### config.mk
export PLATFORM = sky130hd
export DESIGN_NAME = rtb_framer
export DESIGN_NICKNAME = d
export VERILOG_FILES = /design/src/rtb_pkg.sv /design/src/rtb_framer.sv /design/src/rtb_delay_line.sv
export SDC_FILE = /design/constraint.sdc
export NUM_CORES = 1
export LEC_CHECK = 0
export BUFFER_PORTS_ARGS = -buffer_cell sky130_fd_sc_hd__buf_2
export CAP_MARGIN = 20
export CORE_UTILIZATION = 55
export CTS_CLUSTER_DIAMETER = 120
export DETAILED_ROUTE_END_ITERATION = 6
export HOLD_SLACK_MARGIN = 0.12
export MAX_ROUTING_LAYER = met4
export PLACE_DENSITY = 0.8
export RECOVER_POWER = 50
export SYNTH_ARGS = -nofsm -noshare
export SYNTH_HDL_FRONTEND = slang
export SYNTH_SLANG_ARGS = --single-unit
### constraint.sdc
create_clock -name clk -period 5.05 [get_ports clk]
set_input_delay 0.7575 -clock clk [delete_from_list [all_inputs] [get_ports clk]]
set_output_delay 0.7575 -clock clk [all_outputs]
set_load 0.02 [all_outputs]
### src/rtb_pkg.sv
// Constants, types and decoders shared by the receiver tuning and
// Type B framing block.
// Assumes a 20 MHz clk and a carrier-rate tick from same-clock logic.

package rtb_pkg;

  // Register offsets, reset values and writable bits
  localparam logic [5:0] RCV_TUNE_ADDR = 6'h1d;
  localparam logic [5:0] TYPEB_ADDR = 6'h1e;
  localparam logic [7:0] RCV_TUNE_RST = 8'h00;
  localparam logic [7:0] TYPEB_RST = 8'h00;
  localparam logic [7:0] RCV_TUNE_WMASK = 8'h7f;
  localparam logic [7:0] TYPEB_WMASK = 8'hdf;

  // Field positions, receiver tuning register
  localparam int RCV_FAST_BIT = 6;
  localparam int RCV_DELAY_BIT = 5;
  localparam int RCV_PAR_OFF_BIT = 4;
  localparam int RCV_WIDE_PLL_BIT = 3;
  localparam int RCV_MANUAL_BIT = 2;
  localparam int RCV_CORNER_LSB = 0;

  // Field positions, Type B register
  localparam int TB_SOF_REQ_BIT = 7;
  localparam int TB_EOF_REQ_BIT = 6;
  localparam int TB_WIDTH_BIT = 4;
  localparam int TB_NO_SOF_BIT = 3;
  localparam int TB_NO_EOF_BIT = 2;
  localparam int TB_EGT_LSB = 0;

  // High-pass corner codes
  localparam logic [1:0] CORNER_106K = 2'h0;
  localparam logic [1:0] CORNER_212K = 2'h1;
  localparam logic [1:0] CORNER_424K = 2'h2;
  localparam logic [1:0] CORNER_848K = 2'h3;

  // Timing, counted in carrier ticks (fc)
  localparam int CNT_W = 11;
  localparam int ETU_FC = 128;
  localparam int SOF_LO_MIN_ETU = 10;
  localparam int SOF_LO_MAX_ETU = 11;
  localparam int SOF_HI_MIN_ETU = 2;
  localparam int SOF_HI_MAX_ETU = 3;
  localparam int ADJ_FC = 8;
  localparam int OUT_DELAY_FC = 128;
  localparam logic [CNT_W-1:0] ETU_CNT = CNT_W'(ETU_FC);
  localparam logic [CNT_W-1:0] LO_MIN_CNT = CNT_W'(SOF_LO_MIN_ETU*ETU_FC);
  localparam logic [CNT_W-1:0] LO_MAX_CNT = CNT_W'(SOF_LO_MAX_ETU*ETU_FC);
  localparam logic [CNT_W-1:0] LO_ADJ_CNT =
    CNT_W'(SOF_LO_MAX_ETU*ETU_FC-ADJ_FC);
  localparam logic [CNT_W-1:0] HI_MIN_CNT = CNT_W'(SOF_HI_MIN_ETU*ETU_FC);
  localparam logic [CNT_W-1:0] HI_MAX_CNT = CNT_W'(SOF_HI_MAX_ETU*ETU_FC);
  localparam logic [CNT_W-1:0] HI_ADJ_CNT =
    CNT_W'(SOF_HI_MIN_ETU*ETU_FC+ADJ_FC);

  // Character layout: start, 8 data, parity slot, stop, guard
  localparam logic [3:0] CHAR_STOP_IDX = 4'h9;

  typedef enum logic [2:0] {
    T_IDLE, T_SOF_LO, T_SOF_HI, T_LOAD, T_CHAR, T_EOF_LO
  } rtb_tx_state_t;

  typedef enum logic [1:0] {R_IDLE, R_DATA, R_DROP} rtb_rx_state_t;

  typedef struct packed {
    logic par_off;
    logic width;
    logic adjust;
    logic no_sof;
    logic no_eof;
    logic [1:0] egt;
  } rtb_tx_cfg_t;

  typedef struct packed {
    logic par_off;
    logic sof_req;
    logic eof_req;
  } rtb_rx_cfg_t;

  // Low part of start marker, also end marker low part
  function automatic logic [CNT_W-1:0] rtb_marker_low(
    input logic width, input logic adjust);
    logic [CNT_W-1:0] len;
    len = LO_MIN_CNT;
    if (width && adjust) len = LO_ADJ_CNT;
    else if (width) len = LO_MAX_CNT;
    return len;
  endfunction

  // High part of start marker
  function automatic logic [CNT_W-1:0] rtb_marker_high(
    input logic width, input logic adjust);
    logic [CNT_W-1:0] len;
    len = HI_MIN_CNT;
    if (width && adjust) len = HI_ADJ_CNT;
    else if (width) len = HI_MAX_CNT;
    return len;
  endfunction

endpackage

### src/rtb_framer.sv
// Receiver tuning and Type B framing: two byte registers, the
// transmit marker and character generator, the receive byte assembler.
// Assumes fc_tick, bit strobes and register strobes share clk.
`timescale 1ns/10ps
`default_nettype none

module rtb_framer
  import rtb_pkg::*;
(
  // Clock and reset
  input wire logic clk,
  input wire logic rst_b,
  // Register port
  input wire logic [5:0] reg_addr,
  input wire logic reg_wr,
  input wire logic reg_rd,
  input wire logic [7:0] reg_wdata,
  output logic [7:0] reg_rdata,
  // Adjust bit held in another register
  input wire logic frame_marker_adjust,
  // Carrier-rate enable
  input wire logic fc_tick,
  // Transmit byte stream and line bit
  input wire logic tx_valid,
  input wire logic [7:0] tx_data,
  input wire logic tx_last,
  output logic tx_ready,
  output logic tx_bit,
  // Receive decoder events
  input wire logic rx_sof,
  input wire logic rx_bit_valid,
  input wire logic rx_bit,
  input wire logic rx_eof,
  input wire logic rx_end,
  input wire logic [1:0] rx_mode,
  output logic rx_byte_valid,
  output logic [7:0] rx_byte,
  output logic rx_parity_err,
  output logic rx_proto_err,
  // Analog receiver controls
  output logic miller_filter_fast,
  output logic wide_recovery_pll,
  output logic [1:0] highpass_corner,
  output logic module_output_delay,
  // Secure module signal path
  input wire logic module_signal_src,
  output logic module_signal_out
);

  logic [7:0] rcv_r, typb_r, reg_rdata_r, rd_val;
  logic wr_rcv, wr_typb, cfg_upd;
  logic miller_filter_fast_r, wide_recovery_pll_r, module_output_delay_r;
  logic [1:0] highpass_corner_r, corner_nxt;
  logic module_signal_out_r, dly_bit;
  rtb_tx_cfg_t tx_live, tx_cfg_r, tx_use;
  rtb_rx_cfg_t rx_live, rx_cfg_r, rx_use;
  rtb_tx_state_t tx_st, tx_st_nxt;
  rtb_rx_state_t rx_st, rx_st_nxt;
  logic [CNT_W-1:0] cnt_r, cnt_load, ph_r;
  logic cnt_done, tx_reload, tx_take, tx_ready_r, tx_bit_r, bit_val;
  logic last_r, char_bit;
  logic [7:0] data_r;
  logic [3:0] bidx_r, char_last_idx;
  logic [7:0] sh_r, sh_in;
  logic [3:0] bcnt_r;
  logic eof_seen_r, rx_take, byte_done, par_bad;
  logic rx_byte_valid_r, rx_parity_err_r, rx_proto_err_r;
  logic [7:0] rx_byte_r;

  // Register decode; reserved bits are never stored
  assign wr_rcv = reg_wr && (reg_addr == RCV_TUNE_ADDR);
  assign wr_typb = reg_wr && (reg_addr == TYPEB_ADDR);
  assign rd_val = (reg_addr == RCV_TUNE_ADDR) ? rcv_r :
                  (reg_addr == TYPEB_ADDR) ? typb_r : 8'h00;

  always_ff @(posedge clk) begin
    if (!rst_b) begin
      rcv_r <= RCV_TUNE_RST;
      typb_r <= TYPEB_RST;
      reg_rdata_r <= 8'h00;
    end else begin
      if (wr_rcv) rcv_r <= reg_wdata & RCV_TUNE_WMASK;
      if (wr_typb) typb_r <= reg_wdata & TYPEB_WMASK;
      if (reg_rd) reg_rdata_r <= rd_val;
    end
  end

  // Analog controls follow the register only while no frame runs
  assign cfg_upd = (tx_st == T_IDLE) && (rx_st == R_IDLE);
  assign corner_nxt = rcv_r[RCV_MANUAL_BIT] ?
    rcv_r[RCV_CORNER_LSB +: 2] : rx_mode;

  always_ff @(posedge clk) begin
    if (!rst_b) begin
      miller_filter_fast_r <= 1'b0;
      wide_recovery_pll_r <= 1'b0;
      module_output_delay_r <= 1'b0;
      highpass_corner_r <= CORNER_106K;
    end else if (cfg_upd) begin
      miller_filter_fast_r <= rcv_r[RCV_FAST_BIT];
      wide_recovery_pll_r <= rcv_r[RCV_WIDE_PLL_BIT];
      module_output_delay_r <= rcv_r[RCV_DELAY_BIT];
      highpass_corner_r <= corner_nxt;
    end
  end

  // Delayed copy lets the module answer later; bypass costs nothing
  rtb_delay_line #(.DEPTH(OUT_DELAY_FC), .AW(7)) u_dly (
    .clk(clk),
    .rst_b(rst_b),
    .adv(fc_tick),
    .din(module_signal_src),
    .dout(dly_bit)
  );

  always_ff @(posedge clk) begin
    if (!rst_b) module_signal_out_r <= 1'b0;
    else module_signal_out_r <= module_output_delay_r ? dly_bit
                                                      : module_signal_src;
  end

  // Live settings; snapshots are taken as a frame begins
  assign tx_live = '{par_off: rcv_r[RCV_PAR_OFF_BIT],
                     width: typb_r[TB_WIDTH_BIT],
                     adjust: frame_marker_adjust,
                     no_sof: typb_r[TB_NO_SOF_BIT],
                     no_eof: typb_r[TB_NO_EOF_BIT],
                     egt: typb_r[TB_EGT_LSB +: 2]};
  assign rx_live = '{par_off: rcv_r[RCV_PAR_OFF_BIT],
                     sof_req: typb_r[TB_SOF_REQ_BIT],
                     eof_req: typb_r[TB_EOF_REQ_BIT]};
  assign tx_use = (tx_st == T_IDLE) ? tx_live : tx_cfg_r;
  assign rx_use = (rx_st == R_IDLE) ? rx_live : rx_cfg_r;

  // Transmit sequencing
  assign cnt_done = fc_tick && (cnt_r == CNT_W'(1));
  assign tx_take = (tx_st == T_LOAD) && tx_valid && tx_ready_r;
  assign char_last_idx = CHAR_STOP_IDX + {3'h0, ~tx_cfg_r.par_off}
                       + {2'h0, tx_cfg_r.egt};
  assign tx_reload = (tx_st_nxt != tx_st) ||
                     ((tx_st == T_CHAR) && cnt_done);

  always_comb begin
    tx_st_nxt = tx_st;
    unique case (tx_st)
      T_IDLE: if (tx_valid) tx_st_nxt = tx_live.no_sof ? T_LOAD
                                                       : T_SOF_LO;
      T_SOF_LO: if (cnt_done) tx_st_nxt = T_SOF_HI;
      T_SOF_HI: if (cnt_done) tx_st_nxt = T_LOAD;
      T_LOAD: if (tx_take) tx_st_nxt = T_CHAR;
      T_CHAR: if (cnt_done && (bidx_r == char_last_idx)) begin
        if (!last_r) tx_st_nxt = T_LOAD;
        else tx_st_nxt = tx_cfg_r.no_eof ? T_IDLE : T_EOF_LO;
      end
      T_EOF_LO: if (cnt_done) tx_st_nxt = T_IDLE;
    endcase
  end

  // Phase lengths in carrier ticks
  always_comb begin
    cnt_load = '0;
    unique case (tx_st_nxt)
      T_SOF_LO: cnt_load = rtb_marker_low(tx_use.width,
                                          tx_use.adjust);
      T_SOF_HI: cnt_load = rtb_marker_high(tx_use.width,
                                           tx_use.adjust);
      T_EOF_LO: cnt_load = rtb_marker_low(tx_use.width,
                                          tx_use.adjust);
      T_CHAR: cnt_load = ETU_CNT;
      T_IDLE, T_LOAD: cnt_load = '0;
    endcase
  end

  // Odd parity in slot 9 unless parity is off
  assign char_bit = (bidx_r == 4'h0) ? 1'b0 :
                    (bidx_r <= 4'h8) ? data_r[3'(bidx_r - 4'h1)] :
                    (bidx_r == CHAR_STOP_IDX && !tx_cfg_r.par_off) ?
                    ~^data_r : 1'b1;
  assign bit_val = (tx_st == T_SOF_LO || tx_st == T_EOF_LO) ? 1'b0 :
                   (tx_st == T_CHAR) ? char_bit : 1'b1;

  always_ff @(posedge clk) begin
    if (!rst_b) begin
      tx_st <= T_IDLE;
      cnt_r <= '0;
      bidx_r <= 4'h0;
      tx_ready_r <= 1'b0;
      tx_bit_r <= 1'b1;
      tx_cfg_r <= '0;
    end else begin
      tx_st <= tx_st_nxt;
      tx_ready_r <= (tx_st_nxt == T_LOAD);
      tx_bit_r <= bit_val;
      if (tx_st == T_IDLE && tx_valid) tx_cfg_r <= tx_live;
      if (tx_reload) cnt_r <= cnt_load;
      else if (fc_tick && cnt_r != '0) cnt_r <= cnt_r - 1'b1;
      if (tx_st_nxt != T_CHAR) bidx_r <= 4'h0;
      else if (tx_st == T_CHAR && cnt_done) bidx_r <= bidx_r + 4'h1;
    end
  end

  // Byte holding register, no reset needed
  always_ff @(posedge clk) begin
    if (tx_take) begin
      data_r <= tx_data;
      last_r <= tx_last;
    end
  end

  // Receive: drop streams lacking a required start marker
  always_comb begin
    rx_st_nxt = rx_st;
    unique case (rx_st)
      R_IDLE: if (rx_sof) rx_st_nxt = R_DATA;
        else if (rx_bit_valid)
          rx_st_nxt = rx_live.sof_req ? R_DROP : R_DATA;
      R_DATA, R_DROP: if (rx_end) rx_st_nxt = R_IDLE;
    endcase
  end

  // Markers never enter the data path; only decoded bits do
  assign rx_take = rx_bit_valid && !eof_seen_r && !rx_end &&
    ((rx_st == R_DATA) ||
     (rx_st == R_IDLE && !rx_sof && !rx_live.sof_req));
  assign byte_done = rx_take &&
    (rx_use.par_off ? (bcnt_r == 4'h7) : (bcnt_r == 4'h8));
  assign sh_in = {rx_bit, sh_r[7:1]};
  assign par_bad = ~(^sh_r ^ rx_bit);

  always_ff @(posedge clk) begin
    if (!rst_b) begin
      rx_st <= R_IDLE;
      rx_cfg_r <= '0;
      sh_r <= 8'h00;
      bcnt_r <= 4'h0;
      eof_seen_r <= 1'b0;
      rx_byte_valid_r <= 1'b0;
      rx_byte_r <= 8'h00;
      rx_parity_err_r <= 1'b0;
      rx_proto_err_r <= 1'b0;
    end else begin
      rx_st <= rx_st_nxt;
      if (rx_st == R_IDLE) rx_cfg_r <= rx_live;
      if (rx_st_nxt == R_IDLE) begin
        bcnt_r <= 4'h0;
        eof_seen_r <= 1'b0;
      end else begin
        if (rx_eof && rx_st == R_DATA) eof_seen_r <= 1'b1;
        if (rx_take) begin
          bcnt_r <= byte_done ? 4'h0 : bcnt_r + 4'h1;
          if (bcnt_r != 4'h8) sh_r <= sh_in;
        end
      end
      rx_byte_valid_r <= byte_done;
      if (byte_done) rx_byte_r <= rx_use.par_off ? sh_in : sh_r;
      rx_parity_err_r <= byte_done && !rx_use.par_off && par_bad;
      rx_proto_err_r <= (rx_st == R_DATA) && rx_end &&
        rx_cfg_r.eof_req && !eof_seen_r && !rx_eof;
    end
  end

  // Carrier ticks spent in the current transmit phase
  always_ff @(posedge clk) begin
    if (!rst_b || tx_reload) ph_r <= '0;
    else if (fc_tick) ph_r <= ph_r + 1'b1;
  end

  assign reg_rdata = reg_rdata_r;
  assign tx_ready = tx_ready_r;
  assign tx_bit = tx_bit_r;
  assign rx_byte_valid = rx_byte_valid_r;
  assign rx_byte = rx_byte_r;
  assign rx_parity_err = rx_parity_err_r;
  assign rx_proto_err = rx_proto_err_r;
  assign miller_filter_fast = miller_filter_fast_r;
  assign wide_recovery_pll = wide_recovery_pll_r;
  assign highpass_corner = highpass_corner_r;
  assign module_output_delay = module_output_delay_r;
  assign module_signal_out = module_signal_out_r;
endmodule
`default_nettype wire

### src/rtb_delay_line.sv
// Single-bit delay line clocked by an advance enable.
// Assumes adv comes from the same clock domain as clk.
`timescale 1ns/10ps
`default_nettype none

module rtb_delay_line #(
  parameter int DEPTH = 128,
  parameter int AW = 7
) (
  // Clock and reset
  input wire logic clk,
  input wire logic rst_b,
  // Sample stream
  input wire logic adv,
  input wire logic din,
  output logic dout
);

  logic [DEPTH-1:0] mem;
  logic [AW-1:0] ptr_r;
  logic dout_r;

  // Read the oldest sample before it is overwritten
  always_ff @(posedge clk) begin
    if (adv) begin
      mem[ptr_r] <= din;
    end
  end

  // Pointer wraps over the whole depth, so delay equals DEPTH advances
  always_ff @(posedge clk) begin
    if (!rst_b) begin
      ptr_r <= '0;
      dout_r <= 1'b0;
    end else if (adv) begin
      ptr_r <= (ptr_r == AW'(DEPTH-1)) ? '0 : ptr_r + 1'b1;
      dout_r <= mem[ptr_r];
    end
  end

  assign dout = dout_r;

endmodule
`default_nettype wire

==> results of run 1 <==
power by group through the flow:
stage,clock [mW],sequential [mW],combinational (mW)
2_1_floorplan,0,2.09,0.328
3_3_place_gp,0,2.10,0.415
3_5_place_dp,0,2.10,0.420
4_1_cts,1.86,2.06,0.423
5_1_grt,1.93,2.07,0.463
6_report,1.84,2.07,0.421
layer usage:
metal	wire, um	track usage (%)	vias to the layer above	part of all wire (%)
met2	10300	38.5	282	48
met3	1440	3.58	60	6.7
li1	-	-	3394	-
met1	8990	29.3	3409	42
met4	733	8.42	0	3.4
met5	0	-	-	0
worst register-to-register path: stages, from the launching register on:
cell and delay, ns:
dfxtp_1 1.19, buf_4 0.38, mux4_1 0.58, mux4_2 0.47, nor2_1 0.09, a2111oi_0 0.09
o21ai_0 0.19, nand3_1 0.09
area by class of cell:
type | instances | share of cell area, %
Sequential cell | 227 | 50.9
Multi-Input combinational cell | 609 | 35.4
Clock buffer | 28 | 5.57
Timing Repair Buffer | 76 | 3.13
Tap cell | 229 | 2.47
Clock inverter | 16 | 1.66
Inverter | 27 | 0.872
cell families (layout without fill, tap and decap cells):
group                    Yosys count  after routing
flip-flops                       227            227
buffers and inverters             78            147
XOR/XNOR                          36             36
adder cells (fa/ha/maj)           13             13
multiplexers                      72             72
AO/OA/AOI/OAI                    112            112
AND/OR/NAND/NOR                  376            376
through the flow:
step / hold slack (ns) / cell area (um2) / total power, mW
after floorplan: 0.444 / 10400 / 2.42
after global placement: 0.453 / 10800 / 2.52
after detailed placement: 0.462 / 10800 / 2.52
after CTS: 0.389 / 11700 / 4.35
after global routing: 0.388 / 11600 / 4.47
final: 0.400 / 11600 / 4.32
cell usage after synthesis (12+ instances only):
cell | number | share of area, %
mux4_2 | 23 | 5.0
dfxtp_1 | 90 | 17
nand3_1 | 37 | 1.8
nor2_1 | 212 | 7.7
ha_1 | 13 | 1.6
xnor2_1 | 27 | 2.3
o21ai_0 | 14 | 0.68
clkbuf_1 | 30 | 1.1
nor3_1 | 12 | 0.58
nand2_1 | 57 | 2.1
inv_1 | 26 | 0.94
edfxtp_1 | 137 | 40
mux2i_1 | 39 | 3.8
a21oi_1 | 33 | 1.6
a211oi_1 | 19 | 1.4
final timing paths:
check,start,end
max,module_signal_src,u_dly.mem[85]$_DFFE_PP_
min,tx_data[2],data_r[2]$_DFFE_PP_
max reg2reg,u_dly.ptr_r[1]$_SDFFE_PN0P_,u_dly.dout$_SDFFE_PN0P_
min reg2reg,reg_rdata[7]$_SDFFE_PN0P_,reg_rdata[7]$_SDFFE_PN0P_
sequential cells by signal, summed over array words and instances, names as in the netlist, 2 cells and up:
signal / cells
u_dly.mem: 128
cnt_r: 11
data_r: 8
reg_rdata: 8
rx_byte: 8
sh_r: 8
rcv_r: 7
typb_r: 7
u_dly.ptr_r: 7
tx_cfg_r: 6
bcnt_r: 4
bidx_r: 4
tx_st: 3
highpass_corner: 2
rx_cfg_r: 2
rx_st: 2
==> impl_metrics.tcl, run 1 <==
set metrics [dict create \
    rows 49 \
    synth-simple-area-share_pct 16.1 \
    ys_async_sr_fraction_pct 0 \
    p_clk_share_pct 42.5 \
    powerDensity_mw_per_mm2 372 \
    worst-path-stages 2 \
    die_w_um 139 \
    clock-sinks 227 \
    path_class "in2reg" \
    critPathArrivalTime_ns 3.48 \
    wl_per_cell_um 17.7 \
    outcome "complete, but fails checks" \
    yosys.area_share.adder_pct 1.57 \
    cts.htree.levels 1 \
    diodes 0 \
    rr_worst_depth 7 \
    synth.distinct_cells 63 \
    path_clk_slew_ns 0.06 \
    synth_edf_count 137 \
    clkLatencyLatePin_ns 0.53 \
    via_per_inst 5.90 \
    fin_setup_tns_ns 0 \
    grt_pass1_wl_um 35300 \
    layout_setup_ws_ns 1.72 \
    synth-seq-cells 227 \
    wirelength_um 21500 \
    p_leak_nw 3.81 \
    root_buffer "clkbuf_16" \
    grt_overflow 0 \
    syn_nets 965 \
    track_usage_pct 23.3 \
    ios 65 \
    grt_pass1_vias 7145 \
    peakVddDrop_mv 0.277 \
    finalClockSkew_ns 0.0307 \
    synth_compound_area_share_pct 7.64 \
    fin_util_pct 63.8 \
    cts_hold_buf 0 \
    drv_cap 1 \
    cts_tree "done" \
    regToRegSetupSlack_ns 1.88 \
    p_comb_share_pct 9.7 \
    syn_to_final_growth_pct 12.1 \
    cp.buffers_inverters 2 \
    syn_inst 914 \
    cts_buffer_depth 3 \
    drt_iter0_markers 539 \
    start_util_pct 56.9 \
    crit_required_ns 5.20 \
    power_switching_mw 1.02 \
    synth_area_per_cell_um2 11.3 \
    dieArea_mm2 0.0194 \
    finalCritPeriodShare_pct 66.0 \
    place_ws_ns 2.07 \
    synth-xor-area-share_pct 3.04 \
    multi_input_area_mm2 0.00411 \
    rsz0062_at_grt "false" \
    dpl.cell_count 1167 \
    vias 7145 \
    ant_nets 0 \
    p_seq_share_pct 47.8 \
    yosysWarnings 0 \
    layout_common_cells "nor2_1 (212), edfxtp_1 (137), dfxtp_1 (89)" \
    hpwl_um 13300 \
    slew_headroom_pct -53.1 \
    fmax_mhz 300 \
    dr.pass1.iters 5 \
    crit_path_start_kind "input port" \
    synth.area.mux_share_pct 11.3 \
    layout-drive-gt1-share_pct 11.9 \
    slowest_stage "clkbuf_1" \
    grt_max_degree 67 \
    antenna_found_initial 0 \
    internal_power_mw 3.30 \
    cp_max_fo 66 \
    portBuffers 64 \
    fillers 1404 \
    hold-path-cell-count 1 \
    cts_made_buffers 24 \
    synth_top_family_by_area "simple AND/OR/NAND/NOR gates" \
    netlist_area_mm2 0.0104 \
    mostFrequentLayoutCell "nor2_1" \
    finalMaxSlewViolations 65 \
    failed_checks "capacitance limit, slew limit" \
    core_mm2 0.0182 \
    post_cts_buffers 0 \
    ys_seq_area_share_pct 57.1 \
    period_minus_slack_ns 3.33 \
    final-setup-viol-count 0 \
    cts_resized 0 \
    hold_viol 0 \
    die_h_um 139 \
    cp_top_family "buffers and inverters" \
    endpoint_kind "register" \
    regArea_mm2 0.00592 \
    hold_path_class "in2reg" \
    slowest_delay_ns 1.59 \
    crit_chain "clkbuf_1, clkbuf_2" \
    tightest_slew_ns 2.30 \
    stdcell_count 1212 \
    sw_frac_of_total_pct 23.5 \
    drc_errors 0 \
    globalplace.congestion 0.880 \
    final_nets 1016 \
    ys.flop_type "edfxtp_1" \
]
(Power assumes the default switching activity.)
==> inputs of run 2 (changes only) <==
clock period = 3.5 ns   (was 5.05 ns; I/O delays follow)
==> run 2 against run 1 <==
The run still ends with capacitance limit, slew limit left. Utilization increased by 0.32 points. Clock-buffer cell count increased by 7. Highest routed layer unchanged. Sequential cell count unchanged. Combinational power increased by 47%. Final area increased by 0.49%. Hold slack got worse by 0.21 ns.
==> impl_metrics.tcl, run 2 (same netlist as run 1, synthesis figures left out) <==
set metrics [dict create \
    powerDensity_mw_per_mm2 535 \
    critPathArrivalTime_ns 3.02 \
    crit_path_start_kind "input port" \
    hpwl_um 13900 \
    ios 65 \
    slew_headroom_pct -23.3 \
    whs_endpoint "rx_proto_err$_SDFF_PN0_" \
    cp_max_fo 77 \
    finalMaxSlewViolations 54 \
    failed_checks "capacitance limit, slew limit" \
    track_usage_pct 23.9 \
    clkLatencyLatePin_ns 0.51 \
    root_buffer "clkbuf_16" \
    drt_iter0_markers 641 \
    post_cts_buffers 0 \
    cts_buffer_depth 3 \
    globalplace.congestion 0.870 \
    dr.pass1.iters 5 \
    outcome "complete, but fails checks" \
    final_nets 1025 \
    drv_cap 1 \
    total_power_mw 6.25 \
    period_minus_slack_ns 2.90 \
    core_mm2 0.0182 \
    hold_path_class "in2reg" \
    mostFrequentLayoutCell "nor2_1" \
    endpoint_kind "register" \
    crit_chain "clkbuf_1, clkbuf_2" \
    rr_worst_depth 8 \
    vias 7289 \
    cts_made_buffers 24 \
    portBuffers 64 \
    p_leak_nw 3.84 \
    fin_setup_tns_ns 0 \
    slowest_delay_ns 1.30 \
    cts_hold_buf 0 \
    slowest_stage "clkbuf_1" \
    finalCritPeriodShare_pct 82.9 \
    path_clk_slew_ns 0.06 \
    grt_max_degree 78 \
    fmax_mhz 345 \
    cts_tree "done" \
    die_h_um 139 \
    hold_viol 0 \
    syn_to_final_growth_pct 12.7 \
    grt_pass1_vias 7158 \
    crit_required_ns 3.62 \
    ant_nets 0 \
    wirelength_um 22200 \
    path_class "in2reg" \
    reg2reg_to "cnt_r[4]$_SDFFE_PN0P_" \
    layout-drive-gt1-share_pct 12.5 \
    grt_overflow 0 \
    start_util_pct 56.9 \
    tightest_slew_ns 1.85 \
    rows 49 \
    antenna_found_initial 0 \
    dieArea_mm2 0.0194 \
    die_w_um 139 \
    layout_common_cells "nor2_1 (212), edfxtp_1 (137), dfxtp_1 (88)" \
    diodes 0 \
    top_regs "u_dly.mem x128, cnt_r x11" \
    grt_pass1_wl_um 35900 \
    drc_errors 0 \
    cts_resized 0 \
    via_per_inst 5.97 \
    largest_reg_flops 128 \
    r2r-start "tx_st[1]$_SDFF_PN0_" \
    regMostFlops "u_dly.mem" \
    cts.htree.levels 1 \
    regToRegSetupSlack_ns 0.83 \
    rsz0062_at_grt "false" \
    clock-sinks 227 \
    cp_top_family "buffers and inverters" \
    wl_per_cell_um 18.2 \
    cp.buffers_inverters 2 \
    hold-path-cell-count 2 \
    final-setup-viol-count 0 \
    finalClockSkew_ns 0.0136 \
    peakVddDrop_mv 0.439 \
    min_from "rx_eof" \
]
-- run 2: cell count changes in the layout (fill, tap and decap cells not counted), sizes merged --
cell and delta:
clkinvlp -1, clkinv -4, buf +10, clkbuf +6, inv -2
-- run 2: worst max path at each step --
stage / slack [ns] / start / cells past startpoint / to
CTS: 0.88 / tx_st[1]$_SDFF_PN0_ / 8 / cnt_r[4]$_SDFFE_PN0P_
global placement: 0.87 / fc_tick / 8 / cnt_r[4]$_SDFFE_PN0P_
finish: 0.60 / module_signal_src / 2 / u_dly.mem[122]$_DFFE_PP_
global route: 0.35 / module_signal_src / 4 / module_signal_out$_SDFF_PN0_
floorplan: 1.30 / cnt_r[1]$_SDFFE_PN0P_ / 9 / cnt_r[7]$_SDFFE_PN0P_
detailed placement: 0.80 / fc_tick / 8 / cnt_r[4]$_SDFFE_PN0P_
-- run 2: layout make-up --
class	count	area [um2]
Sequential cell	227	5920
Clock inverter	9	141
Tap cell	229	287
Multi-Input combinational cell	609	4110
Inverter	27	101
Timing Repair Buffer	85	435
Fill cell	1426	6530
Clock buffer	35	683
-- run 2: power by group --
part / total (mW) / leakage, nW / internal, mW / switching, mW
clock network: 2.64 / 0.401 / 1.64 / 1.00
registers: 2.99 / 1.96 / 2.90 / 0.0917
logic: 0.617 / 1.48 / 0.256 / 0.361
total: 6.25 / 3.84 / 4.80 / 1.45
-- run 2: metrics by stage --
step / cells / utilization (%) / setup slack (ns) / cell area (um2) / hold WS [ns]
6_report: 1221 / 64.1 / 0.600 / 11700 / 0.187
5_1_grt: 1221 / 64.1 / 0.354 / 11700 / 0.174
4_1_cts: 1221 / 64.4 / 0.883 / 11700 / 0.173
3_5_place_dp: 1177 / 59.9 / 0.798 / 10900 / 0.458
3_3_place_gp: 1177 / 59.9 / 0.868 / 10900 / 0.453
2_1_floorplan: 914 / - / 1.30 / 10400 / 0.444
-- run 2: per-layer routing --
metal / track usage [%] / wire, um
met1: 29.6 / 9190
met2: 40.0 / 11100
met3: 3.61 / 1360
met4: 8.42 / 583
met5: - / 0
==> inputs of run 3 (changes only) <==
ABC_AREA = 1   (was not set)
clock period = 3 ns   (was 3.5 ns; I/O delays follow)
==> run 3 against run 2 <==
Total power is 38% higher. Utilization is 0.28 points lower. Combinational power grew to 3.4 times the previous value. Hold slack better by 0.028 ns. Area after synthesis is 2.0% higher. Sequential cell count stayed put. Clock-buffer cell count is 6 lower. The flow still finishes with violations (capacitance limit, slew limit). Non-clock buffer count is 6 higher. Critical endpoint is now u_dly.mem[29]$_DFFE_PP_. Critical path depth is 3 higher.
==> impl_metrics.tcl, run 3 <==
set metrics [dict create \
    outcome "complete, but fails checks" \
    failed_checks "capacitance limit, slew limit" \
    cts_made_buffers 24 \
    syn_inst 1216 \
    antenna_found_initial 1 \
    ys.flop_type "edfxtp_1" \
    syn_to_final_growth_pct 13.3 \
    hpwl_um 15500 \
    layout_common_cells "nand2_1 (283), nor2_1 (229), edfxtp_1 (137)" \
    grt_pass1_wl_um 39600 \
    synth_top_area_cell "edfxtp_1" \
    die_w_um 141 \
    yosys-top-cells-count "nand2_1 (282), nor2_1 (232), edfxtp_1 (137), dfxtp_1 (90), inv_1 (87)" \
    globalplace.congestion 0.881 \
    via_per_inst 5.59 \
    fin_util_pct 63.9 \
    grt_max_degree 130 \
    drc_errors 0 \
    slew_headroom_pct -41.5 \
    die_h_um 141 \
    portBuffers 64 \
    clkLatencyLatePin_ns 0.51 \
    hold_viol 0 \
    synth_edf_count 137 \
    period_minus_slack_ns 2.36 \
    synth.distinct_cells 44 \
    netlist_area_mm2 0.0106 \
    ant_nets 0 \
    grt_pass1_vias 8194 \
    critPathArrivalTime_ns 2.56 \
    powerDensity_mw_per_mm2 719 \
    clock-sinks 227 \
    start_util_pct 56.3 \
    fmax_mhz 424 \
    largest_reg_flops 128 \
    hold_path_class "in2reg" \
    drv_cap 1 \
    yosysWarnings 0 \
    dr.pass1.iters 5 \
    cts_resized 0 \
    crit_required_ns 3.20 \
    regMostFlops "u_dly.mem" \
    total_power_mw 8.62 \
    synth_top_area_share_pct 38.9 \
    endpoint_kind "register" \
    dieArea_mm2 0.0198 \
    ys_seq_area_share_pct 55.9 \
    fillers 1547 \
    synth_area_per_cell_um2 8.70 \
    grt_overflow 0 \
    syn_nets 1267 \
    final-setup-viol-count 0 \
    layout-drive-gt1-share_pct 10.3 \
    root_buffer "clkbuf_16" \
    stdcell_count 1541 \
    hold-worst-slack_ns 0.215 \
    ys_async_sr_fraction_pct 0 \
    wirelength_um 24500 \
    p_leak_nw 4.54 \
    track_usage_pct 25.7 \
    finalClockSkew_ns 0.0114 \
    top_regs "u_dly.mem x128, cnt_r x11" \
    dpl.cell_count 1486 \
    finalCritPeriodShare_pct 78.6 \
    final_nets 1339 \
    mostFrequentLayoutCell "nand2_1" \
    core_mm2 0.0188 \
    drt_iter0_markers 784 \
    ios 65 \
    crit_path_start_kind "register" \
    finalMaxSlewViolations 130 \
    cts_buffer_depth 3 \
    cts.htree.levels 1 \
    cts_tree "done" \
    yosysMostFrequentCell "nand2_1" \
    cp_max_fo 19 \
    tightest_slew_ns 2.12 \
    vias 8610 \
    peakVddDrop_mv 0.683 \
    path_clk_slew_ns 0.06 \
    path_class "reg2reg" \
    rsz0062_at_grt "false" \
    synth-seq-cells 227 \
    rows 50 \
    wl_per_cell_um 15.9 \
    fin_setup_tns_ns 0 \
    synth_area_leaders "edfxtp_1 (39%), dfxtp_1 (17%), nand2_1 (10%)" \
]
run 3: cell families after synthesis:
| group | count (synthesis) | share of synthesized area (%) |
|---|---|---|
| flip-flops | 227 | 55.9 |
| AO/OA/AOI/OAI | 162 | 8.90 |
| AND/OR/NAND/NOR | 647 | 26.3 |
| buffers and inverters | 142 | 5.18 |
| XOR/XNOR | 23 | 1.90 |
| multiplexers | 2 | 0.189 |
| adder cells (fa/ha/maj) | 13 | 1.54 |
run 3: cell type report:
cell class | count | area, um2 | share of cell area [%]
Clock inverter | 15 | 131 | 1.10
Antenna cell | 1 | 2.50 | 0.0209
Multi-Input combinational cell | 847 | 4110 | 34.3
Clock buffer | 29 | 641 | 5.35
Tap cell | 234 | 293 | 2.44
Timing Repair Buffer | 91 | 526 | 4.39
Sequential cell | 227 | 5920 | 49.4
Inverter | 97 | 364 | 3.04
run 3: through the flow:
| step | cell area, um2 | worst slack (ns) |
|---|---|---|
| 2_1_floorplan | 10600 | 0.857 |
| 3_3_place_gp | 11200 | 0.705 |
| 3_5_place_dp | 11200 | 0.643 |
| 4_1_cts | 12000 | 0.674 |
| 5_1_grt | 12000 | 0.402 |
| 6_report | 12000 | 0.642 |
run 3: report_power, final:
part | leakage [nW] | total (mW) | switching [mW] | internal (mW)
clock network | 0.383 | 2.92 | 1.22 | 1.70
logic | 2.20 | 2.10 | 1.43 | 0.676
registers | 1.97 | 3.60 | 0.136 | 3.46
run 3: final timing paths:
path | startpoint | endpoint | slack (ns) | cells after the start
setup / recovery | u_dly.ptr_r[2]$_SDFFE_PN0P_ | u_dly.mem[29]$_DFFE_PP_ | 0.64 | 5
hold / removal | reg_wdata[7] | typb_r[7]$_SDFFE_PN0P_ | 0.22 | 3
setup reg to reg | u_dly.ptr_r[2]$_SDFFE_PN0P_ | u_dly.mem[29]$_DFFE_PP_ | 0.64 | 5
hold reg to reg | tx_cfg_r[5]$_SDFFE_PN0P_ | tx_cfg_r[5]$_SDFFE_PN0P_ | 0.45 | 2
run 3: routing by layer:
metal / up-vias / track usage (%) / wire (um) / share of wire (%)
met5: - / - / 0 / 0
li1: 4202 / - / - / -
met2: 327 / 44.6 / 12000 / 49
met1: 4040 / 32.0 / 10300 / 42
met4: 0 / 6.69 / 470 / 1.9
met3: 41 / 3.16 / 1710 / 7.0
run 3: worst max-delay path: stages, from the launching register on:
cell,delay (ns)
dfxtp_1,0.47
inv_1,0.13
nor2_2,0.12
buf_4,0.27
nand3_1,0.70
nor2_1,0.35
run 3: repair_timing:
item,4_1_cts,5_1_grt
hold buffers,10,0
setup buffers,0,0
hold endpoints to repair,10,0
